### config.mk
export PLATFORM = sky130hd
export DESIGN_NAME = dsop_core
export DESIGN_NICKNAME = d
export VERILOG_FILES = /design/src/hdl/dsop_pkg.sv /design/src/hdl/dsop_core.sv /design/src/hdl/dsop_word_gen.sv
export SDC_FILE = /design/constraint.sdc
export NUM_CORES = 1
export LEC_CHECK = 0
export BUFFER_PORTS_ARGS = -buffer_cell sky130_fd_sc_hd__buf_2
export CAP_MARGIN = 20
export CORE_UTILIZATION = 55
export DETAILED_ROUTE_END_ITERATION = 8
export GPL_ROUTABILITY_DRIVEN = 0
export GPL_TIMING_DRIVEN = 0
export PLACE_DENSITY_LB_ADDON = 0.25
export SYNTH_ARGS = -nofsm -noshare
export SYNTH_HDL_FRONTEND = slang
export SYNTH_SLANG_ARGS = --single-unit
export TNS_END_PERCENT = 50
### constraint.sdc
create_clock -name mclk_i -period 3.2 [get_ports mclk_i]
set_input_delay 0.64 -clock mclk_i [delete_from_list [all_inputs] [get_ports mclk_i]]
set_output_delay 0.64 -clock mclk_i [all_outputs]
set_load 0.005 [all_outputs]
### src/hdl/dsop_pkg.sv
// Package of constants and types shared by the generator status/output port.
package dsop_pkg;

  // ---------------------------------------------------------------------
  // Widths
  // ---------------------------------------------------------------------
  localparam int unsigned DW = 32; // Random word and register data width.
  localparam int unsigned AW = 8;  // Register address width.
  localparam int unsigned CW = 8;  // Width of the operation cycle counter.

  // ---------------------------------------------------------------------
  // Register byte offsets
  // ---------------------------------------------------------------------
  localparam logic [AW-1:0] OFS_STATE    = 8'h00; // Core state, read only.
  localparam logic [AW-1:0] OFS_IRQ_STAT = 8'h04; // Sticky events, W1C.
  localparam logic [AW-1:0] OFS_IRQ_MASK = 8'h08; // Interrupt enables.
  localparam logic [AW-1:0] OFS_GEN_LEN  = 8'h0C; // Words per generate - 1.
  localparam logic [AW-1:0] OFS_SEED     = 8'h10; // Seed for reseed.
  localparam logic [AW-1:0] OFS_LAST     = 8'h14; // Last word delivered.

  // ---------------------------------------------------------------------
  // Field positions and reset values
  // ---------------------------------------------------------------------
  localparam int unsigned ST_BUSY_BIT = 0; // State register: busy.
  localparam int unsigned ST_LOCK_BIT = 1; // State register: lockup.
  localparam int unsigned ST_ERR_BIT  = 2; // State register: last error.
  localparam int unsigned ST_FSM_LSB  = 4; // State register: fsm code.
  localparam int unsigned EV_DONE     = 0; // Event: operation done.
  localparam int unsigned EV_ERR      = 1; // Event: operation error.
  localparam int unsigned EV_LOCK     = 2; // Event: lockup entered.
  localparam int unsigned EV_W        = 3; // Number of event bits.
  localparam logic [EV_W-1:0] MASK_RST    = 3'h0;
  localparam logic [CW-1:0]   GEN_LEN_RST = 8'h03;
  // Arbitrary seed value, chosen only so the generator never starts at 0.
  localparam logic [DW-1:0]   SEED_RST    = 32'h1F2E_3D4C;
  localparam logic [DW-1:0]   ZERO_W      = 32'h0000_0000;

  // ---------------------------------------------------------------------
  // Timing
  // ---------------------------------------------------------------------
  localparam int unsigned CLK_PERIOD_NS = 40;   // 25 MHz clock.
  localparam int unsigned OP_TIME_NS    = 160;  // Non-generate op length.
  localparam int unsigned KAT_TIME_NS   = 4000; // Self test length.
  localparam logic [CW-1:0] OP_LAST  =
    CW'((OP_TIME_NS + CLK_PERIOD_NS - 1) / CLK_PERIOD_NS - 1);
  localparam logic [CW-1:0] KAT_LAST =
    CW'((KAT_TIME_NS + CLK_PERIOD_NS - 1) / CLK_PERIOD_NS - 1);

  // ---------------------------------------------------------------------
  // Commands and states
  // ---------------------------------------------------------------------
  typedef enum logic [1:0] {
    CMD_INST   = 2'h0,
    CMD_UNINST = 2'h1,
    CMD_RESEED = 2'h2,
    CMD_GEN    = 2'h3
  } dsop_cmd_t;

  typedef enum logic [2:0] {
    ST_IDLE = 3'h0,
    ST_TEST = 3'h1,
    ST_RUN  = 3'h2,
    ST_LOCK = 3'h3
  } dsop_state_t;

endpackage : dsop_pkg

### src/hdl/dsop_core.sv
// Status and output port of the deterministic random bit generator core.
`timescale 1ns/10ps
module dsop_core
  import dsop_pkg::*;
(
  input  wire logic               mclk_i,
  input  wire logic               rst_n_i,
  input  wire logic               enable_i,
  input  wire logic               start_i,
  input  wire logic [1:0]         command_i,
  input  wire logic               test_req_i,
  input  wire logic               kat_fail_i,
  input  wire logic               noise_fault_i,
  input  wire logic [dsop_pkg::AW-1:0] addr_i,
  input  wire logic [dsop_pkg::DW-1:0] wdata_i,
  input  wire logic               wr_i,
  input  wire logic               rd_i,
  output logic      [dsop_pkg::DW-1:0] rdata_o,
  output logic                    busy_o,
  output logic                    bits_valid_o,
  output logic      [dsop_pkg::DW-1:0] bits_o,
  output logic                    status_valid_o,
  output logic                    lockup_o,
  output logic                    error_o,
  output logic                    irq_o
);

  // ---------------------------------------------------------------------
  // Declarations
  // ---------------------------------------------------------------------
  dsop_state_t     st_r;       // Operation sequencer state.
  dsop_cmd_t       cmd_r;      // Command of the running operation.
  logic [CW-1:0]   cnt_r;      // Cycle or word count within an operation.
  logic            err_acc_r;  // Noise fault seen in this operation.
  logic            busy_r;     // Busy output flop.
  logic            bv_r;       // Word strobe flop.
  logic [DW-1:0]   bits_r;     // Output word flop.
  logic            sv_r;       // Outcome strobe flop.
  logic            lock_r;     // Lockup flag flop.
  logic            err_r;      // Per-operation error flop.
  logic [EV_W-1:0] irq_st_r;   // Sticky event bits.
  logic [EV_W-1:0] irq_st_nxt; // Next sticky event bits.
  logic [EV_W-1:0] irq_mk_r;   // Interrupt mask.
  logic            irq_r;      // Interrupt output flop.
  logic [CW-1:0]   gen_len_r;  // Words per generate minus one.
  logic [DW-1:0]   seed_r;     // Seed loaded on instantiate or reseed.
  logic [DW-1:0]   rdata_r;    // Read data flop.
  logic [DW-1:0]   word;       // Word from the generator.
  logic            accept;     // A command is taken this edge.
  logic            run_last;   // Final cycle of a running operation.
  logic            test_end;   // Self test ends this edge.
  logic            gen_adv;    // Step the generator.
  logic            gen_load;   // Reseed the generator.
  logic [EV_W-1:0] ev;         // Events raised this edge.

  // Address match, shared by the read and the write decode.
  function automatic logic hit(input logic [AW-1:0] a,
                               input logic [AW-1:0] ofs);
    hit = (a == ofs);
  endfunction : hit

  // ---------------------------------------------------------------------
  // Sequencer control terms
  // ---------------------------------------------------------------------

  // A command is only taken from idle once busy has dropped, so a start
  // raised beside the outcome strobe is ignored rather than queued.
  always_comb
  begin
    accept   = enable_i && (st_r == ST_IDLE) && !busy_r && !lock_r
               && (start_i || test_req_i);
    run_last = enable_i && (st_r == ST_RUN) &&
               (cnt_r == ((cmd_r == CMD_GEN) ? gen_len_r : OP_LAST));
    test_end = enable_i && (st_r == ST_TEST) &&
               (kat_fail_i || (cnt_r == KAT_LAST));
    gen_adv  = enable_i && (st_r == ST_RUN) && (cmd_r == CMD_GEN);
    gen_load = run_last && ((cmd_r == CMD_INST) || (cmd_r == CMD_RESEED));
  end

  // ---------------------------------------------------------------------
  // Operation sequencer
  // ---------------------------------------------------------------------

  // Reset starts with the self test, as a power-on check. Nothing moves
  // while enable is low, so the operation simply pauses.
  always_ff @(posedge mclk_i)
  begin
    if (!rst_n_i)
    begin
      st_r      <= ST_TEST;
      cmd_r     <= CMD_INST;
      cnt_r     <= '0;
      err_acc_r <= 1'b0;
    end
    else if (enable_i)
    begin
      case (st_r)
        ST_IDLE:
        begin
          // Self test request takes priority over a plain start.
          if (accept && test_req_i)
          begin
            st_r  <= ST_TEST;
            cnt_r <= '0;
          end
          else if (accept)
          begin
            st_r      <= ST_RUN;
            cmd_r     <= dsop_cmd_t'(command_i);
            cnt_r     <= '0;
            err_acc_r <= noise_fault_i;
          end
        end
        ST_TEST:
        begin
          // A known-answer mismatch locks the core for good.
          if (kat_fail_i)
            st_r <= ST_LOCK;
          else if (test_end)
            st_r <= ST_IDLE;
          else
            cnt_r <= cnt_r + 1'b1;
        end
        ST_RUN:
        begin
          err_acc_r <= err_acc_r | noise_fault_i;
          if (run_last)
            st_r <= ST_IDLE;
          else
            cnt_r <= cnt_r + 1'b1;
        end
        ST_LOCK:
          st_r <= ST_LOCK;
        default:
          st_r <= ST_IDLE;
      endcase
    end
  end

  // ---------------------------------------------------------------------
  // Word source
  // ---------------------------------------------------------------------
  dsop_word_gen u_gen (
    .mclk_i  (mclk_i),
    .rst_n_i (rst_n_i),
    .load_i  (gen_load),
    .seed_i  (seed_r),
    .adv_i   (gen_adv),
    .word_o  (word)
  );

  // ---------------------------------------------------------------------
  // Operation outputs
  // ---------------------------------------------------------------------

  // Busy covers every cycle from the accepting edge up to and including
  // the cycle that shows the outcome strobe.
  always_ff @(posedge mclk_i)
  begin
    if (!rst_n_i)
      busy_r <= 1'b1;
    else if (enable_i)
      busy_r <= (st_r == ST_RUN) || (st_r == ST_TEST) || accept;
  end

  // One word per cycle of a generate; the last word shares its cycle
  // with the outcome strobe.
  always_ff @(posedge mclk_i)
  begin
    if (!rst_n_i)
    begin
      bv_r   <= 1'b0;
      bits_r <= ZERO_W;
    end
    else
    begin
      bv_r <= gen_adv;
      if (gen_adv)
        bits_r <= word;
    end
  end

  // The strobe is a single cycle; a paused core shows no strobe at all.
  always_ff @(posedge mclk_i)
  begin
    if (!rst_n_i)
      sv_r <= 1'b0;
    else
      sv_r <= run_last || test_end;
  end

  // The error flag is cleared when a command is taken and set from the
  // faults of that one operation, then held until the next command.
  always_ff @(posedge mclk_i)
  begin
    if (!rst_n_i)
      err_r <= 1'b0;
    else if (accept)
      err_r <= 1'b0;
    else if (run_last)
      err_r <= err_acc_r | noise_fault_i;
  end

  // Only a reset clears the lockup flag; it rises with the strobe.
  always_ff @(posedge mclk_i)
  begin
    if (!rst_n_i)
      lock_r <= 1'b0;
    else if (test_end && kat_fail_i)
      lock_r <= 1'b1;
  end

  // ---------------------------------------------------------------------
  // Interrupt events
  // ---------------------------------------------------------------------

  // A write-one clear loses against an event landing in the same cycle.
  always_comb
  begin
    ev          = '0;
    ev[EV_DONE] = run_last || test_end;
    ev[EV_ERR]  = run_last && (err_acc_r || noise_fault_i);
    ev[EV_LOCK] = test_end && kat_fail_i;
    irq_st_nxt  = irq_st_r;
    if (wr_i && hit(addr_i, OFS_IRQ_STAT))
      irq_st_nxt = irq_st_nxt & ~wdata_i[EV_W-1:0];
    irq_st_nxt = irq_st_nxt | ev;
  end

  always_ff @(posedge mclk_i)
  begin
    if (!rst_n_i)
    begin
      irq_st_r <= '0;
      irq_r    <= 1'b0;
    end
    else
    begin
      irq_st_r <= irq_st_nxt;
      irq_r    <= |(irq_st_nxt & irq_mk_r);
    end
  end

  // ---------------------------------------------------------------------
  // Register writes
  // ---------------------------------------------------------------------

  // Changing the length mid-generate changes where that generate ends;
  // software is expected to write it only while the core is idle.
  always_ff @(posedge mclk_i)
  begin
    if (!rst_n_i)
    begin
      irq_mk_r  <= MASK_RST;
      gen_len_r <= GEN_LEN_RST;
      seed_r    <= SEED_RST;
    end
    else if (wr_i)
    begin
      if (hit(addr_i, OFS_IRQ_MASK))
        irq_mk_r <= wdata_i[EV_W-1:0];
      if (hit(addr_i, OFS_GEN_LEN))
        gen_len_r <= wdata_i[CW-1:0];
      if (hit(addr_i, OFS_SEED))
        seed_r <= wdata_i;
    end
  end

  // ---------------------------------------------------------------------
  // Register reads
  // ---------------------------------------------------------------------

  // Data stand for exactly the cycle after the read strobe; unmapped
  // addresses and idle cycles read as zero.
  always_ff @(posedge mclk_i)
  begin
    if (!rst_n_i)
      rdata_r <= ZERO_W;
    else
    begin
      rdata_r <= ZERO_W;
      if (rd_i)
      begin
        if (hit(addr_i, OFS_STATE))
        begin
          rdata_r[ST_BUSY_BIT] <= busy_r;
          rdata_r[ST_LOCK_BIT] <= lock_r;
          rdata_r[ST_ERR_BIT]  <= err_r;
          rdata_r[ST_FSM_LSB +: 3] <= st_r;
        end
        else if (hit(addr_i, OFS_IRQ_STAT))
          rdata_r[EV_W-1:0] <= irq_st_r;
        else if (hit(addr_i, OFS_IRQ_MASK))
          rdata_r[EV_W-1:0] <= irq_mk_r;
        else if (hit(addr_i, OFS_GEN_LEN))
          rdata_r[CW-1:0] <= gen_len_r;
        else if (hit(addr_i, OFS_SEED))
          rdata_r <= seed_r;
        else if (hit(addr_i, OFS_LAST))
          rdata_r <= bits_r;
      end
    end
  end

  // ---------------------------------------------------------------------
  // Outputs
  // ---------------------------------------------------------------------
  assign rdata_o        = rdata_r;
  assign busy_o         = busy_r;
  assign bits_valid_o   = bv_r;
  assign bits_o         = bits_r;
  assign status_valid_o = sv_r;
  assign lockup_o       = lock_r;
  assign error_o        = err_r;
  assign irq_o          = irq_r;
endmodule : dsop_core

### src/hdl/dsop_word_gen.sv
// Word source standing in for the cipher datapath: a registered xorshift.
`timescale 1ns/10ps
module dsop_word_gen
  import dsop_pkg::*;
(
  input  wire logic               mclk_i,
  input  wire logic               rst_n_i,
  input  wire logic               load_i,
  input  wire logic [dsop_pkg::DW-1:0] seed_i,
  input  wire logic               adv_i,
  output logic      [dsop_pkg::DW-1:0] word_o
);

  // ---------------------------------------------------------------------
  // Generator state
  // ---------------------------------------------------------------------
  logic [DW-1:0] s_r;   // Current state, also the word presented.
  logic [DW-1:0] s_nxt; // State after one step.
  logic [DW-1:0] t1;    // First shift stage.
  logic [DW-1:0] t2;    // Second shift stage.

  // One xorshift step; a zero seed would stick, so it is replaced.
  always_comb
  begin
    t1    = s_r ^ (s_r << 13);
    t2    = t1 ^ (t1 >> 17);
    s_nxt = t2 ^ (t2 << 5);
  end

  // The word is read straight from the state register.
  always_ff @(posedge mclk_i)
  begin
    if (!rst_n_i)
      s_r <= SEED_RST;
    else if (load_i)
      s_r <= (seed_i == ZERO_W) ? SEED_RST : seed_i;
    else if (adv_i)
      s_r <= s_nxt;
  end

  assign word_o = s_r;

endmodule : dsop_word_gen

==> results.json, run 1 <==
{
  "num-fill-cells": 1065,
  "route.detailed.wl_per_inst_um": 18.28,
  "top_cell_type_by_total_area_after_synthesis": "dfxtp_1",
  "yosys-mux-area-fraction_pct": 1.085,
  "power_density_nw_per_um2": 482.7,
  "postCtsHoldBufs": 0,
  "synthSimpleGateAreaFrac_pct": 22.26,
  "detail_route.drc_violations": 0,
  "cts_inserted_buffers": 17,
  "holdPathEnd": "seed_r[18]$_SDFFE_PN1P_",
  "fmax_mhz": 372.8,
  "n_antenna_cell": 0,
  "ys_top_cells_by_area": "dfxtp_1 44%, nand2_1 8.7%, a21oi_1 6.2%",
  "fin_crit_ns": 2.682,
  "fin_setup_tns_ns": 0,
  "post-cts-setup-buffer-count": 0,
  "ys_dominant_reg_cell": "dfxtp_1",
  "initial_core_utilization_pct": 57.32,
  "h_tree_depth_reported_by_cts": 4,
  "critPathMaxFanout": 10,
  "pin_count": 121,
  "outcome": "finished clean",
  "cp.required_ns": 3.56,
  "clk_pin_slew_worst_paths_ns": 0.06,
  "number_of_global_route_vias_before_repair": 6462,
  "syn_nets": 956,
  "synth_common_cells": "171 x nand2_1, 161 x dfxtp_1, 92 x a21oi_1, 81 x nor2_1, 44 x nand3_1",
  "timing.critical_path.arrival_ns": 3.04,
  "dieArea_um2": 13890,
  "grt_max_degree": 17,
  "cts_root_buf": "clkbuf_16",
  "drv_cap": 0,
  "seq_area_frac_synth_pct": 43.67,
  "num-nets-final": 1095,
  "synth.distinct_cells": 69,
  "grt_first_pass_wirelength_um": 34380,
  "detail-route-antenna-nets": 0,
  "worstSetupPathType": "reg -> reg",
  "core_area_um2": 12880,
  "worst_slack_on_hold_paths_ns": 0.4146,
  "hold_violations": 0,
  "synth-seq-cells": 161,
  "port_buffers": 120,
  "clock_network_latency_to_the_later_pin_of_the_worst_skew_pair_ns": 0.43,
  "via_count": 7283,
  "global_route.overflow_total": 0,
  "layout-drive-gt1-share_pct": 17.25,
  "worstHoldStart": "wdata_i[18]",
  "detail_route.iter0.violations": 853,
  "ir_worst_vdd_v": 0.0003825,
  "post_drt_via_cell_ratio": 5.965,
  "slew_violations": 0,
  "synth.cell_area_um2": 7381,
  "rsz_0062_raised_after_global_routing": "false",
  "syn_avg_cell_area_um2": 8.219,
  "die_w_um": 117.8,
  "postCtsResizedCells": 0,
  "syn-instance-count": 898,
  "drt_first_pass_iters": 7,
  "finalSetupViolations": 0,
  "slew-limit-headroom_pct": 38.71,
  "die_h_um": 117.8,
  "yosysTopAreaCellShare_pct": 43.67,
  "worst_r2r_path_depth": 7,
  "place_inst": 1190,
  "clock_sink_count": 161,
  "post-dp-hpwl_um": 16230,
  "number_of_synthesized_flops_with_an_enable_pin": 0,
  "rows": 41,
  "tightest_slew_ns": 0.9123,
  "worstSetupStartpointType": "flop",
  "cts_tree": "yes",
  "synth_xor_xnor_area_share_pct": 7.832,
  "synth.yosys.warnings": 0,
  "dominant_combinational_cell_family_by_area_after_synthesis": "simple AND/OR/NAND/NOR gates",
  "antenna_violations_before_repair": 0,
  "power.leakage_uw": 0.003435,
  "period_utilisation_layout_pct": 83.81,
  "overall_global_routing_resource_usage_pct": 31.95,
  "synthesis_to_finish_area_growth_pct": 18.48,
  "worst-r2r-setup-slack_ns": 0.52,
  "synth-adder-area-share_pct": 1.187,
  "hold_path_class": "in -> reg",
  "most_instantiated_library_cell_after_synthesis": "nand2_1",
  "synth-compound-area-share_pct": 20.00,
  "synth-async-reset-ratio_pct": 0,
  "clock_skew_ns": 0.007965,
  "r2r_start": "st_r[1]$_SDFFE_PN0P_",
  "capturing_element_type_of_the_critical_path": "flop",
  "r2r-end": "bits_o[15]$_SDFFE_PN0P_",
  "clk_path_buf_depth": 2,
  "min_delay_path_depth": 3,
  "fin_cells": 1221,
  "drt-total-wl_um": 22310
}
-- area by class of cell --
type                            instances  area (µm²)  share of cell area, %
Clock inverter                         10       87.58                  1.002
Timing Repair Buffer                  120       600.6                  6.868
Sequential cell                       161        3223                  36.86
Tap cell                              172       215.2                  2.461
Buffer                                 59       259.0                  2.962
Inverter                                9       33.78                 0.3863
Clock buffer                           21       460.4                  5.265
Multi-Input combinational cell        669        3865                  44.20
-- through the flow --
step / total power (µW) / setup slack (ns) / instance area (µm²) / utilization (%)
after CTS: 4215 / 0.6076 / 8745 / 67.91
after global routing: 4345 / 0.3383 / 8745 / 67.91
after floorplan: 2245 / 0.9471 / 7381 / -
after detailed placement: 2347 / 0.2940 / 8197 / 63.66
after global placement: 2344 / 0.2985 / 8197 / 63.66
final: 4221 / 0.5180 / 8745 / 67.91
-- worst max-delay path by stage --
stage / from / end / slack, ns
2_1_floorplan: addr_i[7] / rdata_o[11]$_SDFF_PP0_ / 0.95
4_1_cts: st_r[1]$_SDFFE_PN0P_ / bits_o[15]$_SDFFE_PN0P_ / 0.61
3_5_place_dp: addr_i[7] / rdata_o[17]$_SDFF_PP0_ / 0.29
3_3_place_gp: addr_i[7] / rdata_o[22]$_SDFF_PP0_ / 0.30
5_1_grt: st_r[1]$_SDFFE_PN0P_ / bits_o[15]$_SDFFE_PN0P_ / 0.34
6_report: st_r[1]$_SDFFE_PN0P_ / bits_o[15]$_SDFFE_PN0P_ / 0.52
-- layer usage --
metal  track usage, %  vias up  routed length (µm)
li1                 -     3433                   -
met2            47.90      383                9736
met3            7.703       48                2441
met4            10.34        0                 488
met1            44.91     3419                9648
met5                0        -                   0
-- registers in the layout, indices dropped and copies added (netlist names), 2 cells and up --
signal and cells:
gen_len_r 8, cmd_r 2, st_r 2, u_gen.word_o 32
rdata_o 32, cnt_r 8, bits_o 32, irq_mk_r 3
seed_r 32, irq_st_r 3
-- cell families (layout without fill, tap and decap cells) --
logic type,Yosys count,count (layout)
DFF,161,161
xor gates and xnor gates,66,66
buffers and inverters,68,219
AOI/OAI and AO/OA,221,221
and+or+nand+nor,367,367
adders and majority gates,7,7
muxes,8,8
-- worst max-delay path, stage by stage, from the launching register on --
cell and delay [ns]:
dfxtp_1 0.55, ha_1 0.33, nand2_1 0.07, nor2_1 0.40, clkbuf_1 0.50, clkbuf_1 0.45
nand2_1 0.15, a21oi_1 0.15
-- layout by cell type (no fill, tap or decap), types with 6 or more instances in the layout --
cell type,synthesis,final
xor2_1,23,23
dfxtp_1,161,161
inv_1,8,8
nand2_1,171,171
o21ai_0,17,17
ha_1,7,7
o22ai_1,7,7
clkbuf_1,40,42
a21oi_1,92,92
a211oi_1,6,6
nand3_1,44,44
buf_2,12,132
nor3_1,14,14
mux2i_1,8,8
clkbuf_16,0,17
nor2b_1,7,7
o2bb2ai_1,17,17
nor4_1,8,8
xnor2_1,43,43
a22oi_1,32,32
nand4_1,6,6
nor2_1,81,81
and2_1,6,6
-- report_power, final --
group | total (µW) | leakage, µW | switching [µW] | internal (µW)
Combinational | 271 | 0.00187 | 170 | 101
Sequential | 2050 | 0.00130 | 25.9 | 2020
Clock | 1900 | 0.000268 | 804 | 1100
Total | 4220 | 0.00343 | 1000 | 3220
(Power assumes the default switching activity.)
==> inputs of run 2 (changes only) <==
clock period = 2.8 ns   (was 3.2 ns; I/O delays follow)
==> run 2 against run 1 <==
Net effect: non-clock buffer count is the same; maximum frequency rose by 6.9%; global-route usage stayed put; clock skew up 0.00080 ns; via count is essentially flat; critical path depth is the same; combinational power is 14% higher; first-iteration DRC count is 2.7% higher; critical endpoint unchanged.
==> results.json, run 2 (same netlist as run 1, synthesis figures left out) <==
{
  "worst_r2r_path_depth": 7,
  "die_h_um": 117.8,
  "capturing_element_type_of_the_critical_path": "flop",
  "cp.required_ns": 3.15,
  "finalSetupViolations": 0,
  "die_w_um": 117.8,
  "n_antenna_cell": 0,
  "timing.critical_path.arrival_ns": 2.86,
  "clk_pin_slew_worst_paths_ns": 0.06,
  "min_delay_path_depth": 3,
  "post-cts-setup-buffer-count": 0,
  "initial_core_utilization_pct": 57.32,
  "fin_setup_tns_ns": 0,
  "worst_slack_ns": 0.2916,
  "leading_cell_types_in_the_layout_fill_and_taps_excluded": "171 x nand2_1, 161 x dfxtp_1, 132 x buf_2",
  "sequentialPowerShare_pct": 48.4,
  "ir_worst_vdd_v": 0.0004321,
  "overall_global_routing_resource_usage_pct": 31.95,
  "drv_cap": 0,
  "worstSetupPathType": "reg -> reg",
  "h_tree_depth_reported_by_cts": 4,
  "p_total_uw": 4823,
  "layout_commonest_cell": "nand2_1",
  "hold_violations": 0,
  "number_of_global_route_vias_before_repair": 6462,
  "slew-limit-headroom_pct": 39.00,
  "hold_path_class": "in -> reg",
  "drt-total-wl_um": 22250,
  "period_utilisation_layout_pct": 89.58,
  "via_count": 7285,
  "detail_route.iter0.violations": 876,
  "tightest_slew_ns": 0.9080,
  "pin_count": 121,
  "clock_skew_ns": 0.008765,
  "global_route.overflow_total": 0,
  "clock_network_latency_to_the_later_pin_of_the_worst_skew_pair_ns": 0.43,
  "intPower_uw": 3681,
  "cts_tree": "yes",
  "num-nets-final": 1095,
  "power_density_nw_per_um2": 551.5,
  "worst_slack_on_hold_paths_ns": 0.3368,
  "detail_route.drc_violations": 0,
  "rows": 41,
  "switching_share_pct": 23.67,
  "fin_cells": 1221,
  "postCtsHoldBufs": 0,
  "post-dp-hpwl_um": 16230,
  "grt_first_pass_wirelength_um": 34380,
  "place_inst": 1190,
  "power_switching_uw": 1142,
  "detail-route-antenna-nets": 0,
  "clock_sink_count": 161,
  "layout-drive-gt1-share_pct": 17.35,
  "clk_path_buf_depth": 2,
  "slew_violations": 0,
  "power.combinational.fraction_pct": 6.4,
  "synthesis_to_finish_area_growth_pct": 18.49,
  "worstSetupStartpointType": "flop",
  "drt_first_pass_iters": 6,
  "outcome": "finished clean",
  "port_buffers": 120,
  "fin_crit_ns": 2.508,
  "core_area_um2": 12880,
  "power.share.clock_pct": 45.1,
  "critPathMaxFanout": 10,
  "antenna_violations_before_repair": 0,
  "power.leakage_uw": 0.003438,
  "route.detailed.wl_per_inst_um": 18.22,
  "grt_max_degree": 17,
  "postCtsResizedCells": 0,
  "cts_root_buf": "clkbuf_16",
  "rsz_0062_raised_after_global_routing": "false",
  "cts_inserted_buffers": 17,
  "fmax_mhz": 398.7,
  "post_drt_via_cell_ratio": 5.966,
  "dieArea_um2": 13890,
  "preCtsSetupSlack_ns": -0.02601
}
run 2: cell count changes in the layout (fill, tap and decap cells not counted):
cell,change
clkbuf_1,-1
clkbuf_2,+1
run 2: worst max-delay path: stages (launching register included):
cell	delay (ns)
dfxtp_1	0.54
ha_1	0.33
nand2_1	0.07
nor2_1	0.40
clkbuf_2	0.35
clkbuf_1	0.43
nand2_1	0.15
a21oi_1	0.15
run 2: layout make-up:
cell class / count / area (µm²)
buffer: 59 / 260.3
inverter: 9 / 33.78
tap: 172 / 215.2
timing repair buffer: 120 / 600.6
sequential: 161 / 3223
clock buffer: 21 / 460.4
clock inverter: 10 / 87.58
multi-input combinational: 669 / 3865
fill: 1064 / 4130
run 2: path summary, 6_finish.rpt:
check                            end               startpoint  slack (ns)
max          bits_o[15]$_SDFFE_PN0P_     st_r[1]$_SDFFE_PN0P_        0.29
min reg2reg  bits_o[28]$_SDFFE_PN0P_  bits_o[28]$_SDFFE_PN0P_        0.48
max reg2reg  bits_o[15]$_SDFFE_PN0P_     st_r[1]$_SDFFE_PN0P_        0.29
min          seed_r[18]$_SDFFE_PN1P_              wdata_i[18]        0.34
run 2: per-stage QoR:
stage,instance area [µm²],utilization [%]
after floorplan,7381,-
after global placement,8197,63.66
after detailed placement,8197,63.66
after CTS,8745,67.91
after global routing,8746,67.92
final,8746,67.92
run 2: power by group through the flow:
stage	clock network, µW	logic [µW]	registers (µW)
floorplan	0	191	2370
global placement	0	295	2380
detailed placement	0	298	2380
CTS	2180	303	2330
global route	2290	337	2340
finish	2180	310	2340
run 2: per-layer routing:
layer / share of wire [%] / GRT usage (%)
met3: 11 / 7.703
met2: 44 / 47.90
met5: 0 / 0
met4: 2.1 / 10.34
met1: 43 / 44.91
